`src/pkg/lhe_regs.svh`:
```
// Register indices, field positions, reset values and bit counts of the LIN extension
`ifndef LHE_REGS_SVH
`define LHE_REGS_SVH
`define LHE_IDX_DATA 10'h0a6
`define LHE_IDX_CTRL 10'h0a7
`define LHE_IDX_SCON 10'h0a8
`define LHE_IDX_BAUD 10'h0a9
`define LHE_IDX_SYNC 10'h0aa
`define LHE_IDX_STAT 10'h0ab
`define LHE_IDX_MASK 10'h0ac
`define LHE_CTRL_EN 7
`define LHE_CTRL_MASTER 6
`define LHE_CTRL_ASU 5
`define LHE_CTRL_MESSAGE_AUTO_SYNC_UPDATE 4
`define LHE_CTRL_SBK 3
`define LHE_ST_RXNE 0
`define LHE_ST_TXE 1
`define LHE_ST_BRK 2
`define LHE_ST_AUTO_SYNC_INTERRUPT 3
`define LHE_ST_RSI 4
`define LHE_CTRL_RST 8'h00
`define LHE_SCON_RST 8'h00
`define LHE_BAUD_RST 16'h0010
`define LHE_STAT_RST 5'h00
`define LHE_MASK_RST 5'h00
`define LHE_BRK_BASE_BITS 5'h0d
`define LHE_BRK_DETECT_BITS 20'h0000b
`define LHE_SYNC_EDGES 3'h4
`endif

```
`src/pkg/lhe_pkg.sv`:
```
// Types of the LIN extension
package lhe_pkg;
  typedef enum logic [2:0] {
    LHE_TX_IDLE = 3'b000,
    LHE_TX_DATA = 3'b001,
    LHE_TX_BREAK = 3'b010,
    LHE_TX_DELIM = 3'b011
  } lhe_tx_st_t;
  typedef enum logic [1:0] {
    LHE_RX_IDLE = 2'b00,
    LHE_RX_START = 2'b01,
    LHE_RX_DATA = 2'b10,
    LHE_RX_STOP = 2'b11
  } lhe_rx_st_t;
  typedef struct packed {
    logic en;
    logic master;
    logic auto_sync_update;
    logic message_auto_sync_update;
    logic send_break_command;
    logic [2:0] bl;
  } lhe_ctrl_t;
endpackage

```
`src/design/lhe_lin_header_extension.sv`:
```
// Serial data buffer, serial port engine and LIN header logic behind an APB slave
// Function
// - Reading the data buffer returns the oldest receive FIFO byte.
// - Writing the data buffer pushes the byte into the transmit FIFO.
// - Ordinary serial port keeps working while LIN is enabled.
// - Master header is break, sync byte, identifier; then data and checksum.
// - Break completion raises an interrupt; software may then queue data.
// - Header detection and break transmission only while LIN enable is 1.
// - Master role bit 1 master, 0 slave; changeable only while disabled.
// - Auto-sync-update on: valid sync loads measured baud, raises auto-sync interrupt.
// - Auto-sync-update off: divisor kept, sync-received interrupt raised.
//
// Implementation choice: the APB slave port.
`timescale 1ns/100ps
`include "lhe_regs.svh"
module lhe_lin_header_extension #(
  parameter int DEPTH = 4
) (
  input wire logic clk_i,
  input wire logic srst_i,
  input wire logic psel_i,
  input wire logic penable_i,
  input wire logic pwrite_i,
  input wire logic [11:0] paddr_i,
  input wire logic [31:0] pwdata_i,
  output logic [31:0] prdata_o,
  output logic pready_o,
  output logic pslverr_o,
  input wire logic rx_i,
  output logic tx_o,
  output logic irq_o
);
  localparam int AW = $clog2(DEPTH);
  localparam logic [AW:0] FULL = (AW+1)'(DEPTH);

  // Input synchroniser and edge history, idle high in reset to avoid a false edge
  logic rx_m_r, rx_s_r, rx_d_r;
  always_ff @(posedge clk_i) begin
    if (srst_i) begin
      rx_m_r <= 1'b1;
      rx_s_r <= 1'b1;
      rx_d_r <= 1'b1;
    end else begin
      rx_m_r <= rx_i;
      rx_s_r <= rx_m_r;
      rx_d_r <= rx_s_r;
    end
  end
  logic rx_fall;
  assign rx_fall = rx_d_r & ~rx_s_r;

  // Register and FIFO state
  lhe_pkg::lhe_ctrl_t ctrl_r, ctrl_nxt;
  logic [7:0] scon_r, scon_nxt;
  logic [15:0] baud_r, baud_nxt, meas_r, meas_nxt;
  logic [4:0] stat_r, stat_nxt, mask_r, mask_nxt;
  logic [7:0] transmit_fifo_r [DEPTH], transmit_fifo_nxt [DEPTH];
  logic [7:0] rfifo_r [DEPTH], rfifo_nxt [DEPTH];
  logic [AW-1:0] trd_r, trd_nxt, twr_r, twr_nxt, rrd_r, rrd_nxt, rwr_r, rwr_nxt;
  logic [AW:0] tcnt_r, tcnt_nxt, rcnt_r, rcnt_nxt;
  logic [31:0] prdata_nxt;
  logic pready_nxt, pslverr_nxt, irq_nxt;
  logic [19:0] low_r, low_nxt, scnt_r, scnt_nxt;
  logic brk_r, brk_nxt, sync_ok;
  logic [2:0] edg_r, edg_nxt;

  // Engine outputs used by the register group
  lhe_pkg::lhe_tx_st_t tx_st_r, tx_st_nxt;
  lhe_pkg::lhe_rx_st_t rx_st_r, rx_st_nxt;
  logic brk_done_r, brk_done_nxt, rx_done_r, rx_done_nxt;
  logic [7:0] rx_byte_r, rx_byte_nxt;
  logic tx_take;

  logic acc, wr, rd;
  logic [9:0] idx;
  logic [7:0] wb, head;
  logic [15:0] baud_m1;
  logic [4:0] brk_bits;
  assign acc = psel_i & penable_i & pready_o;
  assign wr = acc & pwrite_i;
  assign rd = acc & ~pwrite_i;
  assign idx = paddr_i[11:2];
  assign wb = pwdata_i[7:0];
  assign head = rfifo_r[rrd_r];
  assign baud_m1 = (baud_r == 16'h0000) ? 16'h0000 : baud_r - 16'h0001;
  assign brk_bits = `LHE_BRK_BASE_BITS + {2'b00, ctrl_r.bl};
  assign tx_take = (tx_st_r == lhe_pkg::LHE_TX_IDLE) && (tcnt_r != '0)
    && !(ctrl_r.send_break_command && ctrl_r.en && ctrl_r.master);

  always_comb begin
    ctrl_nxt = ctrl_r;
    scon_nxt = scon_r;
    baud_nxt = baud_r;
    meas_nxt = meas_r;
    mask_nxt = mask_r;
    transmit_fifo_nxt = transmit_fifo_r;
    rfifo_nxt = rfifo_r;
    trd_nxt = trd_r;
    twr_nxt = twr_r;
    rrd_nxt = rrd_r;
    rwr_nxt = rwr_r;
    tcnt_nxt = tcnt_r;
    rcnt_nxt = rcnt_r;
    low_nxt = low_r;
    scnt_nxt = scnt_r;
    brk_nxt = brk_r;
    edg_nxt = edg_r;
    sync_ok = 1'b0;
    stat_nxt = stat_r;
    prdata_nxt = 32'h0000_0000;
    pslverr_nxt = 1'b0;
    pready_nxt = psel_i & ~penable_i & ~pready_o;
    if (psel_i & ~penable_i) begin
      unique case (idx)
        `LHE_IDX_DATA: prdata_nxt = {24'h000000, head};
        `LHE_IDX_CTRL: prdata_nxt = {24'h000000, ctrl_r.en, ctrl_r.master, 1'b0,
          ctrl_r.message_auto_sync_update, ctrl_r.send_break_command, ctrl_r.bl};
        `LHE_IDX_SCON: prdata_nxt = {24'h000000, scon_r};
        `LHE_IDX_BAUD: prdata_nxt = {16'h0000, baud_r};
        `LHE_IDX_SYNC: prdata_nxt = {16'h0000, meas_r};
        `LHE_IDX_STAT: prdata_nxt = {27'h0000000, stat_r};
        `LHE_IDX_MASK: prdata_nxt = {27'h0000000, mask_r};
        default: pslverr_nxt = 1'b1;
      endcase
    end
    if (tx_take) begin
      trd_nxt = trd_r + 1'b1;
      tcnt_nxt = tcnt_nxt - 1'b1;
    end
    if (wr && idx == `LHE_IDX_DATA && tcnt_r != FULL) begin
      transmit_fifo_nxt[twr_r] = wb;
      twr_nxt = twr_r + 1'b1;
      tcnt_nxt = tcnt_nxt + 1'b1;
    end
    if (rd && idx == `LHE_IDX_DATA && rcnt_r != '0) begin
      rrd_nxt = rrd_r + 1'b1;
      rcnt_nxt = rcnt_nxt - 1'b1;
    end
    if (rx_done_r && rcnt_r != FULL) begin
      rfifo_nxt[rwr_r] = rx_byte_r;
      rwr_nxt = rwr_r + 1'b1;
      rcnt_nxt = rcnt_nxt + 1'b1;
    end
    if (wr && idx == `LHE_IDX_CTRL) begin
      ctrl_nxt.en = wb[`LHE_CTRL_EN];
      if (!ctrl_r.en) begin
        ctrl_nxt.master = wb[`LHE_CTRL_MASTER];
      end
      ctrl_nxt.auto_sync_update = wb[`LHE_CTRL_ASU];
      ctrl_nxt.message_auto_sync_update = wb[`LHE_CTRL_MESSAGE_AUTO_SYNC_UPDATE];
      ctrl_nxt.send_break_command = ctrl_r.send_break_command | wb[`LHE_CTRL_SBK];
      ctrl_nxt.bl = wb[2:0];
    end
    if (brk_done_r || !ctrl_nxt.en) begin
      ctrl_nxt.send_break_command = 1'b0;
    end
    if (wr && idx == `LHE_IDX_SCON) begin
      scon_nxt = wb;
    end
    if (wr && idx == `LHE_IDX_BAUD) begin
      baud_nxt = pwdata_i[15:0];
    end
    if (wr && idx == `LHE_IDX_MASK) begin
      mask_nxt = pwdata_i[4:0];
    end
    // Break detection and sync field timing
    low_nxt = rx_s_r ? 20'h00000 : ((low_r == 20'hfffff) ? low_r : low_r + 20'h00001);
    if (!ctrl_r.en) begin
      brk_nxt = 1'b0;
      edg_nxt = 3'h0;
      scnt_nxt = 20'h00000;
    end else begin
      if (low_r == `LHE_BRK_DETECT_BITS * {4'h0, baud_r}) begin
        brk_nxt = 1'b1;
        edg_nxt = 3'h0;
      end
      if (edg_r != 3'h0) begin
        scnt_nxt = scnt_r + 20'h00001;
      end
      if (brk_r && rx_fall) begin
        if (edg_r == 3'h0) begin
          scnt_nxt = 20'h00001;
          edg_nxt = 3'h1;
        end else if (edg_r == `LHE_SYNC_EDGES) begin
          brk_nxt = 1'b0;
          edg_nxt = 3'h0;
          sync_ok = !ctrl_r.master && scnt_r[19:3] != 17'h00000;
        end else begin
          edg_nxt = edg_r + 3'h1;
        end
      end
    end
    if (sync_ok) begin
      meas_nxt = scnt_r[18:3];
      if (ctrl_r.auto_sync_update) begin
        baud_nxt = scnt_r[18:3];
      end
    end
    stat_nxt = stat_r;
    if (wr && idx == `LHE_IDX_STAT) begin
      stat_nxt = stat_r & ~pwdata_i[4:0];
    end
    stat_nxt[`LHE_ST_RXNE] = stat_nxt[`LHE_ST_RXNE] | (rx_done_r & rcnt_r != FULL);
    stat_nxt[`LHE_ST_TXE] = stat_nxt[`LHE_ST_TXE] | (tx_take & tcnt_r == 1);
    stat_nxt[`LHE_ST_BRK] = stat_nxt[`LHE_ST_BRK] | brk_done_r;
    stat_nxt[`LHE_ST_AUTO_SYNC_INTERRUPT] = stat_nxt[`LHE_ST_AUTO_SYNC_INTERRUPT] | (sync_ok & ctrl_r.auto_sync_update);
    stat_nxt[`LHE_ST_RSI] = stat_nxt[`LHE_ST_RSI] | (sync_ok & ~ctrl_r.auto_sync_update);
    irq_nxt = |(stat_nxt & mask_nxt);
  end

  always_ff @(posedge clk_i) begin
    if (srst_i) begin
      ctrl_r <= `LHE_CTRL_RST;
      scon_r <= `LHE_SCON_RST;
      baud_r <= `LHE_BAUD_RST;
      meas_r <= 16'h0000;
      stat_r <= `LHE_STAT_RST;
      mask_r <= `LHE_MASK_RST;
      trd_r <= '0;
      twr_r <= '0;
      rrd_r <= '0;
      rwr_r <= '0;
      tcnt_r <= '0;
      rcnt_r <= '0;
      low_r <= 20'h00000;
      scnt_r <= 20'h00000;
      brk_r <= 1'b0;
      edg_r <= 3'h0;
      prdata_o <= 32'h0000_0000;
      pready_o <= 1'b0;
      pslverr_o <= 1'b0;
      irq_o <= 1'b0;
    end else begin
      ctrl_r <= ctrl_nxt;
      scon_r <= scon_nxt;
      baud_r <= baud_nxt;
      meas_r <= meas_nxt;
      stat_r <= stat_nxt;
      mask_r <= mask_nxt;
      trd_r <= trd_nxt;
      twr_r <= twr_nxt;
      rrd_r <= rrd_nxt;
      rwr_r <= rwr_nxt;
      tcnt_r <= tcnt_nxt;
      rcnt_r <= rcnt_nxt;
      low_r <= low_nxt;
      scnt_r <= scnt_nxt;
      brk_r <= brk_nxt;
      edg_r <= edg_nxt;
      prdata_o <= prdata_nxt;
      pready_o <= pready_nxt;
      pslverr_o <= pready_nxt & pslverr_nxt;
      irq_o <= irq_nxt;
    end
    transmit_fifo_r <= transmit_fifo_nxt;
    rfifo_r <= rfifo_nxt;
  end

  // Transmit engine: data frames and LIN break with delimiter
  logic [15:0] tdiv_r, tdiv_nxt;
  logic [4:0] tbit_r, tbit_nxt;
  logic [9:0] tsh_r, tsh_nxt;
  logic tx_nxt, ttick;
  assign ttick = tdiv_r >= baud_m1;
  always_comb begin
    tx_st_nxt = tx_st_r;
    tdiv_nxt = ttick ? 16'h0000 : tdiv_r + 16'h0001;
    tbit_nxt = tbit_r;
    tsh_nxt = tsh_r;
    brk_done_nxt = 1'b0;
    tx_nxt = tx_o;
    unique case (tx_st_r)
      lhe_pkg::LHE_TX_IDLE: begin
        tx_nxt = 1'b1;
        tdiv_nxt = 16'h0000;
        tbit_nxt = 5'h00;
        // Send-break clears one cycle after completion; do not restart meanwhile
        if (ctrl_r.send_break_command && ctrl_r.en && ctrl_r.master && !brk_done_r) begin
          tx_st_nxt = lhe_pkg::LHE_TX_BREAK;
          tx_nxt = 1'b0;
        end else if (tx_take) begin
          tx_st_nxt = lhe_pkg::LHE_TX_DATA;
          tsh_nxt = {1'b1, transmit_fifo_r[trd_r], 1'b0};
          tx_nxt = 1'b0;
        end
      end
      lhe_pkg::LHE_TX_DATA: begin
        if (ttick) begin
          tsh_nxt = {1'b1, tsh_r[9:1]};
          tx_nxt = tsh_r[1];
          tbit_nxt = tbit_r + 5'h01;
          if (tbit_r == 5'h09) begin
            tx_st_nxt = lhe_pkg::LHE_TX_IDLE;
            tx_nxt = 1'b1;
          end
        end
      end
      lhe_pkg::LHE_TX_BREAK: begin
        tx_nxt = 1'b0;
        if (!ctrl_r.en) begin
          tx_st_nxt = lhe_pkg::LHE_TX_IDLE;
          tx_nxt = 1'b1;
        end else if (ttick) begin
          tbit_nxt = tbit_r + 5'h01;
          if (tbit_r == brk_bits - 5'h01) begin
            tx_st_nxt = lhe_pkg::LHE_TX_DELIM;
            tx_nxt = 1'b1;
          end
        end
      end
      lhe_pkg::LHE_TX_DELIM: begin
        tx_nxt = 1'b1;
        if (ttick) begin
          tx_st_nxt = lhe_pkg::LHE_TX_IDLE;
          brk_done_nxt = 1'b1;
        end
      end
      default: tx_st_nxt = lhe_pkg::LHE_TX_IDLE;
    endcase
  end
  always_ff @(posedge clk_i) begin
    if (srst_i) begin
      tx_st_r <= lhe_pkg::LHE_TX_IDLE;
      tdiv_r <= 16'h0000;
      tbit_r <= 5'h00;
      tsh_r <= 10'h3ff;
      brk_done_r <= 1'b0;
      tx_o <= 1'b1;
    end else begin
      tx_st_r <= tx_st_nxt;
      tdiv_r <= tdiv_nxt;
      tbit_r <= tbit_nxt;
      tsh_r <= tsh_nxt;
      brk_done_r <= brk_done_nxt;
      tx_o <= tx_nxt;
    end
  end

  // Receive engine: start, eight data bits, stop
  logic [15:0] rdiv_r, rdiv_nxt;
  logic [3:0] rbit_r, rbit_nxt;
  logic rtick;
  assign rtick = rdiv_r >= baud_m1;
  always_comb begin
    rx_st_nxt = rx_st_r;
    rdiv_nxt = rtick ? 16'h0000 : rdiv_r + 16'h0001;
    rbit_nxt = rbit_r;
    rx_byte_nxt = rx_byte_r;
    rx_done_nxt = 1'b0;
    unique case (rx_st_r)
      lhe_pkg::LHE_RX_IDLE: begin
        rbit_nxt = 4'h0;
        if (rx_fall) begin
          rx_st_nxt = lhe_pkg::LHE_RX_START;
          rdiv_nxt = {1'b0, baud_r[15:1]};
        end
      end
      lhe_pkg::LHE_RX_START: begin
        if (rtick) begin
          rx_st_nxt = rx_s_r ? lhe_pkg::LHE_RX_IDLE : lhe_pkg::LHE_RX_DATA;
        end
      end
      lhe_pkg::LHE_RX_DATA: begin
        if (rtick) begin
          rx_byte_nxt = {rx_s_r, rx_byte_r[7:1]};
          rbit_nxt = rbit_r + 4'h1;
          if (rbit_r == 4'h7) begin
            rx_st_nxt = lhe_pkg::LHE_RX_STOP;
          end
        end
      end
      lhe_pkg::LHE_RX_STOP: begin
        if (rtick) begin
          rx_done_nxt = rx_s_r;
          rx_st_nxt = lhe_pkg::LHE_RX_IDLE;
        end
      end
      default: rx_st_nxt = lhe_pkg::LHE_RX_IDLE;
    endcase
  end
  always_ff @(posedge clk_i) begin
    if (srst_i) begin
      rx_st_r <= lhe_pkg::LHE_RX_IDLE;
      rdiv_r <= 16'h0000;
      rbit_r <= 4'h0;
      rx_byte_r <= 8'h00;
      rx_done_r <= 1'b0;
    end else begin
      rx_st_r <= rx_st_nxt;
      rdiv_r <= rdiv_nxt;
      rbit_r <= rbit_nxt;
      rx_byte_r <= rx_byte_nxt;
      rx_done_r <= rx_done_nxt;
    end
  end
endmodule

```
`config.mk`:
```
export PLATFORM = sky130hd
export DESIGN_NAME = lhe_lin_header_extension
export DESIGN_NICKNAME = d
export VERILOG_FILES = /design/src/pkg/lhe_pkg.sv /design/src/design/lhe_lin_header_extension.sv
export VERILOG_INCLUDE_DIRS = /design/src /design/src/pkg
export SDC_FILE = /design/constraint.sdc
export NUM_CORES = 1
export LEC_CHECK = 0
export ABC_AREA = 0
export BUFFER_PORTS_ARGS = -buffer_cell sky130_fd_sc_hd__buf_4
export CAP_MARGIN = 20
export CORE_ASPECT_RATIO = 0.75
export CORE_MARGIN = 4
export CORE_UTILIZATION = 27
export DETAILED_ROUTE_END_ITERATION = 7
export GPL_ROUTABILITY_DRIVEN = 0
export PLACE_DENSITY = 0.41
export RECOVER_POWER = 50
export SLEW_MARGIN = 30
export SYNTH_ARGS = -nofsm -noshare
export SYNTH_HDL_FRONTEND = slang
export SYNTH_SLANG_ARGS = --single-unit
```
`constraint.sdc`:
```
create_clock -name clk_i -period 8.5 [get_ports clk_i]
set_input_delay 2.55 -clock clk_i [delete_from_list [all_inputs] [get_ports clk_i]]
set_output_delay 2.55 -clock clk_i [all_outputs]
set_load 0.005 [all_outputs]
```
==> results of run 1 <==
per-stage QoR:
stage               std cells  worst slack [ns]
floorplan                1514              3.99
global placement         2208              3.23
detailed placement       2208              3.20
CTS                      2261              3.53
global route             2261              1.99
finish                   2261              2.34
sequential cells by signal, summed over array words and instances (netlist names), 16 cells and up, named ones only:
register and count:
rfifo_r 32, transmit_fifo_r 32, low_r 20, scnt_r 20, baud_r 16, meas_r 16
prdata_o 16, rdiv_r 16, tdiv_r 16
final timing paths:
check	start	to	slack [ns]	cells after the start
worst max register to register	baud_r[11]$_SDFF_PP0_	rdiv_r[9]$_SDFF_PP0_	3.61	13
worst min-delay path	rx_m_r$_SDFF_PP1_	rx_s_r$_SDFF_PP1_	0.41	1
worst min register to register	rx_m_r$_SDFF_PP1_	rx_s_r$_SDFF_PP1_	0.41	1
worst max-delay path	srst_i	tx_st_r[1]$_SDFFE_PP0P_	2.34	4
power by group through the flow:
stage | clock network [uW] | logic (uW) | registers, uW
finish | 1410 | 303 | 1360
global route | 1500 | 342 | 1370
CTS | 1450 | 312 | 1360
detailed placement | 0 | 311 | 1390
global placement | 0 | 308 | 1390
floorplan | 0 | 248 | 1370
cells by family (layout without fill, tap and decap cells):
logic type	count (synthesis)	count (layout)	synth area share, %
buffers and inverters	124	159	4.03
flip-flops	266	266	41.0
other	1	16	0.0258
AND/OR/NAND/NOR	552	552	18.6
XOR/XNOR	93	93	5.59
multiplexers	109	109	9.27
adder cells (fa/ha/maj)	114	114	10.5
AO/OA/AOI/OAI	240	240	11.0
worst max-delay path: cells and delay by family:
family / cells / cell delay [ns]
simple gates: 1 / 0.03
mux: 1 / 0.39
buf+inv: 2 / 3.59
metal layers:
metal | wire [microns] | vias to the layer above
met5 | 0 | -
met4 | 756 | 0
met3 | 1320 | 45
met2 | 16200 | 157
met1 | 20600 | 5120
li1 | - | 5393
Yosys cell counts, drive strengths merged, types with 14 or more instances:
master	n	area share, %
xor2	37	2.2
or3	18	0.78
mux2i	73	5.0
mux2	17	1.3
ha	101	8.7
nor3	28	0.96
a21oi	69	2.5
clkbuf	49	1.4
inv	44	1.1
mux4	19	2.9
nand3	63	2.2
nand4	23	1.0
xnor2	56	3.4
buf	30	1.3
and3	21	0.96
nand2b	15	0.64
edfxtp	64	13
o21ai	57	2.0
a211oi	28	1.4
dfxtp	202	28
nand2	117	3.0
nor2	188	4.9
and2	14	0.60
nor4	16	0.83
cell type report:
type / count / area, sq um
fill: 5550 / 36600
multi-input combinational: 1124 / 8070
sequential: 266 / 5970
tap: 712 / 891
clock buffer: 40 / 818
timing repair buffer: 62 / 413
clock inverter: 13 / 239
inverter: 44 / 165
==> results by group, run 1 <==
Status
  – Outcome: complete, but fails checks
  – Failing checks: max-capacitance violations, max-slew violations

STA
  – Relative slew slack: -91.6%
  – Tmin final: 6.16 ns
  – Final period utilization: between 70 and 80%
  – Setup TNS: 0 ns
  – Endpoints failing hold: 0
  – Setup Skew: 0.0166 ns
  – Final setup violating endpoints: 0
  – Slew Viols, Final: 99
  – Tightest Pin Transition: 2.87 ns
  – Fmax: 162 MHz
  – RSZ-0062 raised after global routing: no
  – Fin Hold WS: 0.408 ns

Global routing
  – Initial antenna violation count: 0
  – Pin count of the biggest net entering global routing: 60
  – Global route overflow: 0
  – Number of global-route vias before repair: 10,400
  – GRT met2 Usage: 19.5%
  – Routing usage on met3: 1.83%
  – Total GRT Usage: 13.2%
  – GR met1 Demand/Resource: between 20% and 30%
  – First-pass GRT wire length: approximately 60 mm
  – GR peak layer: met1

Route
  – Final WL: roughly 39 mm
  – Initial drt markers: 576
  – Drt drc: 0
  – DR pass1 iterations: 5
  – Vias after detailed routing: ~11,000
  – ANT nets after route: 0
  – Post-DR vias/cell: between 4 and 5
  – Wire per inst: 17.2 microns

Power
  – Clock Power Share: 45.9%
  – Leak: 0.00635 uW
  – Total Power: 3070 uW
  – Net Sw Frac: 23.7%
  – Pwr Density: 186 nW/um^2
  – P_sw: 729 uW
  – P_int: 2340 uW
  – VDD IR-drop max: 0.000166 V
  – Comb pwr share: 9.9%
  – Sequential fraction of design power: 44.3%

Clocking
  – CTS resizes: 0
  – H-tree Lvls: 1
  – Post-CTS Hold Fix Bufs: 0
  – Insertion delay to the later sink of the worst-skew pair: ~0.56 ns
  – Worst-path clk slew: 0.06 ns
  – CTS tree: done
  – Clock tree buffer depth: 3
  – Total CTS buffers: 29
  – Post-CTS Setup Inserts: 0
  – CTS sink count: 266
  – Clock Tree Root: clkbuf_16

Critical path
  – CP arrival: 6.60 ns
  – Critical path class: in2reg
  – CP max stage cell: clkbuf_1
  – CP Cell Sequence: clkbuf_1, clkbuf_1, nor2_1, mux2_1
  – Cell mode on critical path: clkbuf_1
  – Worst path max stage delay: ~2.1 ns
  – CP required: just under 9 ns
  – Kind of end point of the critical path: register
  – Critical path fanouts, max: 59
  – Crit path launch type: input pin

Logic synthesis
  – Async SR Flop Fraction: 0%
  – Syn Inst Count: approximately 1,500
  – Syn Area/Cell: 9.71 sq um
  – Ys flop type: dfxtp_1
  – Sequential-to-total area share from yosys stat: 41.0%
  – Synth cell types: between 80 and 90
  – Synthesized area: 14,600 sq um
  – Number of synthesized flops with an enable pin: 64
  – FF+latch count, synth: 266
  – YS warnings: 0

Floorplan
  – Core area: between 50,000 and 60,000 sq um
  – Die height: 209 microns
  – Starting Density: 27.4%
  – FP Rows: 73
  – Ports: between 80 and 90
  – Die Width: 276 microns
  – Full die area: 57,700 sq um

Finish
  – Nets: 1,691
  – Layout cell share with drive strength beyond 1: 10.9%
  – Core Util, Final: between 30% and 40%
  – Layout area overhead: 13.7%
  – Most frequent cells in the layout: dfxtp_1 (202), nor2_1 (187), nand2_1 (116)
  – Final instance area: 16,600 sq um
  – Ant diodes: 0
  – Commonest non-fill, non-tap cell in the layout: dfxtp_1

Job
  – Max cap viols: 2

Placement
  – PortBufs: 51
  – Dpl cell area: 15,600 sq um
  – DPL Wire Length: 28.5 mm

Worst hold path
  – Hold/Removal Path Class: reg2reg
No activity file was read; power rests on OpenSTA's default activity.
==> inputs of run 2 (changes only) <==
--- a/config.mk
+++ b/config.mk
@@ -6,7 +6,7 @@
 export SDC_FILE = /design/constraint.sdc
 export NUM_CORES = 1
 export LEC_CHECK = 0
-export ABC_AREA = 0
+export ABC_AREA = 1
 export BUFFER_PORTS_ARGS = -buffer_cell sky130_fd_sc_hd__buf_4
 export CAP_MARGIN = 20
 export CORE_ASPECT_RATIO = 0.75
@@ -14,7 +14,7 @@
 export CORE_UTILIZATION = 27
 export DETAILED_ROUTE_END_ITERATION = 7
 export GPL_ROUTABILITY_DRIVEN = 0
-export PLACE_DENSITY = 0.41
+export PLACE_DENSITY = 0.42
 export RECOVER_POWER = 50
 export SLEW_MARGIN = 30
 export SYNTH_ARGS = -nofsm -noshare
==> constraint.sdc (replaced) <==
create_clock -name clk_i -period 5.2 [get_ports clk_i]
set_input_delay 1.56 -clock clk_i [delete_from_list [all_inputs] [get_ports clk_i]]
set_output_delay 1.56 -clock clk_i [all_outputs]
set_load 0.005 [all_outputs]
==> run 2 against run 1 <==
- the flow still finishes with violations (max-capacitance violations, max-slew violations)
- count of clock-buffer cells in the layout down 4
- cell count up 20%
- cell area increased by 2.8%
- highest routed layer unchanged
==> results by group, run 2 <==
Logic synthesis
  – Sequential-to-total area share from yosys stat: 39.9% (was 41.0%)
  – Adder-cell area share of the yosys netlist: 10.2% (was 10.5%)
  – Area leader, netlist: dfxtp_1 (unchanged)
  – Async SR Flop Fraction: 0% (unchanged)
  – Syn Inst Count: 1,918 (was 1,499)
  – FF+latch count, synth: 266 (unchanged)
  – YS warnings: 0 (unchanged)
  – Compound-Gate Fraction of Synth Area: 15.1% (was 11.0%)
  – Post-Synth Simple-Gate Area: 22.8% (was 18.6%)
  – Synthesized area: 15,000 sq um (was 14,600 sq um)
  – Most frequent cells after synthesis: nand2_1 (301), inv_1 (265), nor2_1 (207) (was dfxtp_1 (202), nor2_1 (187), nand2_1 (116))
  – Ys flop type: dfxtp_1 (unchanged)
  – Area contributors post-synth: dfxtp_1 (27%), edfxtp_1 (13%), ha_1 (8.4%), nand2_1 (7.6%), inv_1 (6.7%) (was dfxtp_1 (28%), edfxtp_1 (13%), ha_1 (8.7%), mux2i_1 (5.0%), nor2_1 (4.8%))
  – Synth cell types: 67 (was 88)
  – Post-synth top area share: 27.0% (was 27.8%)
  – Largest family of logic cells by synthesized area: simple AND/OR/NAND/NOR gates (unchanged)
  – Number of synthesized flops with an enable pin: 64 (unchanged)
  – Leading cell type by number of instances after synthesis: nand2_1 (was dfxtp_1)
  – Post-Synth XOR/XNOR Area: 2.45% (was 5.59%)
  – Multiplexer share of the synthesized area: 0.452% (was 9.27%)
  – Syn Area/Cell: 7.80 sq um (was 9.71 sq um)

Critical path
  – Worst path max stage delay: 0.46 ns (was 2.12 ns)
  – Kind of end point of the critical path: register (unchanged)
  – CP arrival: 5.06 ns (was 6.60 ns)
  – Cell mode on critical path: nand2_1 (was clkbuf_1)
  – Worst Setup SP: baud_r[1]$_SDFF_PP0_ (was srst_i)
  – CP max stage cell: inv_1 (was clkbuf_1)
  – CP required: 5.67 ns (was 8.94 ns)
  – Reg2reg setup slack: 0.61 ns (was 3.61 ns)
  – Start of the worst register-to-register path: baud_r[1]$_SDFF_PP0_ (was baud_r[11]$_SDFF_PP0_)
  – Critical path class: reg2reg (was in2reg)
  – CP delay by family, top: simple AND/OR/NAND/NOR gates (was buffers and inverters)
  – Crit path launch type: register (was input pin)
  – Cells on worst reg2reg path: 26 (was 13)
  – Buffers and inverters on the worst path: 7 (was 2)
  – Critical path fanouts, max: 9 (was 59)

Clocking
  – Total CTS buffers: 29 (unchanged)
  – Insertion delay to the later sink of the worst-skew pair: 0.58 ns (was 0.56 ns)
  – Worst-path clk slew: 0.06 ns (about the same)
  – Clock Tree Root: clkbuf_16 (unchanged)
  – CTS sink count: 266 (unchanged)
  – CTS resizes: 0 (unchanged)
  – Post-CTS Hold Fix Bufs: 0 (unchanged)
  – H-tree Lvls: 1 (unchanged)
  – Clock tree buffer depth: 3 (unchanged)
  – Post-CTS Setup Inserts: 0 (unchanged)
  – CTS tree: done (unchanged)

Power
  – Leak: 0.00706 uW (was 0.00635 uW)
  – Comb pwr share: 13.7% (was 9.9%)
  – Total Power: 5080 uW (was 3070 uW)
  – VDD IR-drop max: 0.000206 V (was 0.000166 V)
  – P_int: 3640 uW (was 2340 uW)
  – Net Sw Frac: 28.3% (was 23.7%)
  – Clock Power Share: 42.1% (was 45.9%)
  – Pwr Density: 298 nW/um^2 (was 186 nW/um^2)
  – Sequential fraction of design power: 44.2% (was 44.3%)
  – P_sw: 1440 uW (was 729 uW)

STA
  – Final period utilization: between 80% and 90%
  – Fin worst setup slack: 0.605 ns (was 2.34 ns)
  – Setup Skew: 0.0169 ns (was 0.0166 ns)
  – Final setup violating endpoints: 0 (unchanged)
  – Relative slew slack: -48.7% (was -91.6%)
  – Tmin final: 4.59 ns
  – Endpoints failing hold: 0 (unchanged)
  – Slew Viols, Final: 38 (was 99)
  – Tightest Pin Transition: 2.23 ns (was 2.87 ns)
  – Fmax: 218 MHz

Finish
  – Layout area overhead: 13.8% (was 13.7%)
  – Core Util, Final: 31.2% (about the same)
  – Layout cell share with drive strength beyond 1: 8.82% (was 10.9%)
  – Most frequent cells in the layout: nand2_1 (301), inv_1 (264), nor2_1 (207) (was dfxtp_1 (202), nor2_1 (187), nand2_1 (116))
  – Largest regs: rfifo_r (32), transmit_fifo_r (32) (unchanged)
  – Fill cell count: 5,801 (was 5,550)
  – Commonest non-fill, non-tap cell in the layout: nand2_1 (was dfxtp_1)
  – Ant diodes: 0 (unchanged)
  – Nets: 2,137 (was 1,691)

Route
  – Initial drt markers: 794 (was 576)
  – Drt drc: 0 (unchanged)
  – Post-DR vias/cell: 4.66 (was 4.74)
  – Wire per inst: 16.0 microns (was 17.2 microns)
  – DR pass1 iterations: 5 (unchanged)
  – Vias after detailed routing: 12,700 (was 10,700)
  – Final WL: 43.6 mm (was 38.9 mm)
  – ANT nets after route: 0 (unchanged)

Global routing
  – First-pass GRT wire length: 68.4 mm (was 61.3 mm)
  – Number of global-route vias before repair: 11,900 (was 10,400)
  – Pin count of the biggest net entering global routing: 54 (was 60)
  – Global route overflow: 0 (unchanged)
  – Total GRT Usage: 14.5% (was 13.2%)
  – Initial antenna violation count: 1 (was 0)

Floorplan
  – Starting Density: 27.4% (about the same)
  – Die height: 212 microns (was 209 microns)
  – Full die area: 59,300 sq um (was 57,700 sq um)
  – Die Width: 280 microns (was 276 microns)
  – Core area: 54,600 sq um (was 53,200 sq um)
  – FP Rows: 74 (was 73)
  – Ports: 86 (unchanged)

Placement
  – DPL Wire Length: 33.5 mm (was 28.5 mm)
  – PortBufs: 51 (unchanged)
  – Setup WS pre-CTS: 0.619 ns (was 3.20 ns)

Status
  – Failing checks: max-capacitance violations, max-slew violations (unchanged)
  – Outcome: complete, but fails checks (unchanged)

Worst hold path
  – Hold depth: 1 (unchanged)
  – Hold path startpoint: rx_m_r$_SDFF_PP1_ (unchanged)
  – Hold/Removal Path Class: reg2reg (unchanged)
  – Hold Path End: rx_s_r$_SDFF_PP1_ (unchanged)

Job
  – Max cap viols: 1 (was 2)
==> run 2: changes by cell type in the layout (fill, tap and decap cells not counted), sizes merged, moves of 18 or more <==
| cell | before | now |
|---|---|---|
| or3 | 18 | 0 |
| mux4 | 19 | 0 |
| xnor2 | 56 | 13 |
| and3 | 21 | 0 |
| nand3 | 63 | 114 |
| nor2 | 188 | 221 |
| nand2 | 117 | 314 |
| o21ai | 57 | 155 |
| inv | 44 | 278 |
| a21oi | 69 | 147 |
| o22ai | 5 | 27 |
| mux2i | 73 | 0 |
==> run 2: worst max path at each step <==
stage	to	slack (ns)	depth (start not counted)
CTS	register	0.60	26
detailed placement	register	0.62	26
finish	register	0.61	26
floorplan	rcnt_r[2]$_SDFF_PP0_	1.75	14
global route	register	-0.007	26
global placement	register	0.67	26
==> run 2: power by group through the flow <==
stage | clock (uW) | sequential [uW] | combinational [uW]
after floorplan | 0 | 2260 | 542
after global placement | 0 | 2290 | 700
after detailed placement | 0 | 2290 | 703
after CTS | 2200 | 2250 | 706
after global routing | 2280 | 2260 | 819
final | 2140 | 2240 | 695
==> run 2: stage by stage <==
| step | hold slack (ns) | area [sq um] | std cells | setup TNS [ns] |
|---|---|---|---|---|
| global placement | 0.400 | 16100 | 2664 | 0 |
| floorplan | 0.389 | 15000 | 1933 | 0 |
| finish | 0.409 | 17000 | 2718 | 0 |
| global route | 0.433 | 17000 | 2718 | -0.00653 |
| detailed placement | 0.398 | 16100 | 2664 | 0 |
| CTS | 0.413 | 17100 | 2718 | 0 |
==> run 2: cells by family after synthesis <==
logic type / Yosys count
adder cells (fa/ha/maj): 114
multiplexers: 6
AND/OR/NAND/NOR: 752
XOR/XNOR: 41
flip-flops: 266
other: 1
buffers and inverters: 335
AO/OA/AOI/OAI: 403
==> run 2: metal layers <==
metal	routed length (microns)	part of all wire [%]	GRT usage, %
met1	23900	55	23.2
met2	17300	40	20.7
met3	1820	4.2	2.08
met4	629	1.4	2.41
met5	0	0	0
==> run 2: layout make-up <==
cell class | count | area, sq um | share of cell area, %
multi-input cells | 1332 | 7690 | 45.2
flip-flops and latches | 266 | 5970 | 35.0
inverters | 280 | 1050 | 6.19
well taps | 722 | 903 | 5.31
clock buffers | 36 | 793 | 4.66
repair buffers | 64 | 435 | 2.56
clock inverters | 18 | 179 | 1.05
==> inputs of run 3 (changes only) <==
--- a/config.mk
+++ b/config.mk
@@ -10,7 +10,6 @@
 export BUFFER_PORTS_ARGS = -buffer_cell sky130_fd_sc_hd__buf_4
 export CAP_MARGIN = 20
 export CORE_ASPECT_RATIO = 0.75
-export CORE_MARGIN = 4
 export CORE_UTILIZATION = 27
 export DETAILED_ROUTE_END_ITERATION = 7
 export GPL_ROUTABILITY_DRIVEN = 0
==> run 3 against run 2 <==
- the flow still finishes with violations (max-capacitance violations, max-slew violations)
- maximum frequency rose by 1.4%
- wire length fell by 0.53%
- setup slack improved by 0.062 ns
- hold slack improved by 0.015 ns
- power fell by 1.4%
- critical path type unchanged
- combinational power rose by 0.6%
- die area fell by 4.9%
- largest power group unchanged
- sequential cell count did not move
==> results by group, run 3 (same netlist as run 2, synthesis figures left out) <==
Clocking
  – Total CTS buffers: 29 (unchanged)
  – Clock tree buffer depth: 3 (unchanged)
  – CTS sink count: 266 (unchanged)
  – Insertion delay to the later sink of the worst-skew pair: 0.56 ns (was 0.58 ns)
  – Post-CTS Setup Inserts: 0 (unchanged)
  – CTS resizes: 0 (unchanged)
  – Clock Tree Root: clkbuf_16 (unchanged)
  – Post-CTS Hold Fix Bufs: 0 (unchanged)
  – CTS tree: done (unchanged)
  – H-tree Lvls: 1 (unchanged)
  – Worst-path clk slew: 0.06 ns (about the same)

Finish
  – Largest regs: rfifo_r (32), transmit_fifo_r (32) (unchanged)
  – Most frequent cells in the layout: nand2_1 (301), inv_1 (264), nor2_1 (207) (unchanged)
  – Fill cell count: 5,825 (was 5,801)
  – Nets: 2,135 (was 2,137)
  – Footprint of the multi-input gates: 7690 sq um (unchanged)
  – Final instance area: 17,000 sq um (about the same)
  – Commonest non-fill, non-tap cell in the layout: nand2_1 (unchanged)
  – Layout area overhead: 13.5% (was 13.8%)
  – Layout cell share with drive strength beyond 1: 8.53% (was 8.82%)
  – Ant diodes: 0 (unchanged)
  – Seq. cell area: 5970 sq um (unchanged)

Floorplan
  – FP Rows: 74 (unchanged)
  – Full die area: 56,300 sq um (was 59,300 sq um)
  – Die height: 206 microns (was 212 microns)
  – Die Width: 274 microns (was 280 microns)
  – Starting Density: 27.4% (about the same)
  – Core area: 54,500 sq um (was 54,600 sq um)
  – Ports: 86 (unchanged)

Route
  – Initial drt markers: 970 (was 794)
  – Drt drc: 0 (unchanged)
  – Post-DR vias/cell: 4.64 (was 4.66)
  – DR pass1 iterations: 7 (was 5)
  – Final WL: 43.4 mm (was 43.6 mm)
  – ANT nets after route: 0 (unchanged)
  – Wire per inst: 16.0 microns (about the same)
  – Vias after detailed routing: 12,600 (was 12,700)

Critical path
  – Crit path launch type: register (unchanged)
  – Kind of end point of the critical path: register (unchanged)
  – Worst path max stage delay: 0.44 ns (was 0.46 ns)
  – CP delay by family, top: simple AND/OR/NAND/NOR gates (unchanged)
  – Buffers and inverters on the worst path: 7 (unchanged)
  – Cell mode on critical path: nand2_1 (unchanged)
  – Critical path class: reg2reg (unchanged)
  – Start of the worst register-to-register path: baud_r[1]$_SDFF_PP0_ (unchanged)
  – Cells on worst reg2reg path: 26 (unchanged)
  – CP arrival: 4.98 ns (was 5.06 ns)
  – CP required: 5.65 ns (was 5.67 ns)
  – Critical path fanouts, max: 8 (was 9)
  – Reg2reg setup slack: 0.67 ns (was 0.61 ns)
  – CP max stage cell: inv_1 (unchanged)
  – WP depth: 26 (unchanged)
  – Worst Setup SP: baud_r[1]$_SDFF_PP0_ (unchanged)

Worst hold path
  – Hold/Removal Path Class: reg2reg (unchanged)

STA
  – Setup TNS: 0 ns (unchanged)
  – Fin Hold WS: 0.424 ns (was 0.409 ns)
  – Slew Viols, Final: 38 (unchanged)
  – Tmin final: 4.53 ns (was 4.59 ns)
  – Fmax: 221 MHz (was 218 MHz)
  – Tightest Pin Transition: 2.30 ns (was 2.23 ns)
  – Endpoints failing hold: 0 (unchanged)
  – Final setup violating endpoints: 0 (unchanged)
  – Final period utilization: 87.2% (was 88.4%)
  – Setup Skew: 0.0135 ns (was 0.0169 ns)
  – Relative slew slack: -53.6% (was -48.7%)
  – RSZ-0062 raised after global routing: no

Placement
  – DPL Wire Length: 33.2 mm (was 33.5 mm)
  – Dpl cell area: 16,100 sq um (about the same)
  – PortBufs: 51 (unchanged)

Power
  – Comb pwr share: 14.0% (was 13.7%)
  – VDD IR-drop max: 0.000175 V (was 0.000206 V)
  – Total Power: 5010 uW (was 5080 uW)
  – P_int: 3600 uW (was 3640 uW)
  – P_sw: 1410 uW (was 1440 uW)
  – Net Sw Frac: 28.2% (was 28.3%)
  – Clock Power Share: 41.2% (was 42.1%)
  – Pwr Density: 295 nW/um^2 (was 298 nW/um^2)
  – Sequential fraction of design power: 44.8% (was 44.2%)
  – Leak: 0.00703 uW (was 0.00706 uW)

Global routing
  – First-pass GRT wire length: 67.4 mm (was 68.4 mm)
  – Initial antenna violation count: 0 (was 1)
  – Pin count of the biggest net entering global routing: 58 (was 54)
  – Total GRT Usage: 15.3% (was 14.5%)
  – Number of global-route vias before repair: 11,700 (was 11,900)
  – Global route overflow: 0 (unchanged)

Job
  – Max cap viols: 1 (unchanged)

Status
  – Failing checks: max-capacitance violations, max-slew violations (unchanged)
  – Outcome: complete, but fails checks (unchanged)
## run 3: changes by cell type in the layout (fill, tap and decap cells not counted), sizes merged
cell | previous run | this run
clkinv | 12 | 15
clkbuf | 68 | 66
buf | 32 | 30
inv | 278 | 277
## run 3: power groups by stage
| stage | Sequential [uW] | Clock, uW | Combinational (uW) |
|---|---|---|---|
| after floorplan | 2260 | 0 | 542 |
| after global placement | 2290 | 0 | 700 |
| after detailed placement | 2290 | 0 | 707 |
| after CTS | 2240 | 2130 | 712 |
| after global routing | 2250 | 2220 | 818 |
| final | 2240 | 2060 | 699 |
## run 3: metal layers
layer  wire, microns  global-route usage (%)  up-vias
li1                -                       -     6501
met1           23600                    24.0     5851
met2           17000                    21.6      218
met3            2020                    2.49       39
met4             711                    2.93        0
met5               0                       0        -
## run 3: cell type report
cell class              count  share of cell area [%]
clock buffers              34                    4.45
clock inverters            20                    1.08
inverters                 280                    6.21
multi-input cells        1332                    45.3
flip-flops and latches    266                    35.2
well taps                 722                    5.32
repair buffers             62                    2.46
## run 3: worst register-to-register path: cells and delay by family, from the launching register on
| family | cells | cell delay (ns) |
|---|---|---|
| fa+ha+maj | 2 | 0.56 |
| buf+inv | 7 | 0.98 |
| compound gates | 2 | 0.35 |
| flops | 1 | 0.43 |
| simple gates | 14 | 1.94 |
| xor+xnor | 1 | 0.18 |
## run 3: through the flow
stage | util, % | setup slack [ns] | std cells
floorplan | - | 1.75 | 1933
global placement | 29.5 | 0.755 | 2662
detailed placement | 29.5 | 0.711 | 2662
CTS | 31.2 | 0.693 | 2716
global route | 31.1 | 0.141 | 2716
finish | 31.1 | 0.667 | 2716
## run 3: worst min-delay path by stage
stage / startpoint / end / slack, ns / cells after the start
after floorplan: rx_m_r$_SDFF_PP1_ / rx_s_r$_SDFF_PP1_ / 0.39 / 1
after global placement: rx_m_r$_SDFF_PP1_ / rx_s_r$_SDFF_PP1_ / 0.40 / 1
after detailed placement: rx_m_r$_SDFF_PP1_ / rx_s_r$_SDFF_PP1_ / 0.42 / 1
after CTS: rx_m_r$_SDFF_PP1_ / rx_s_r$_SDFF_PP1_ / 0.44 / 1
after global routing: rx_m_r$_SDFF_PP1_ / rx_s_r$_SDFF_PP1_ / 0.45 / 1
final: rx_m_r$_SDFF_PP1_ / rx_s_r$_SDFF_PP1_ / 0.42 / 1
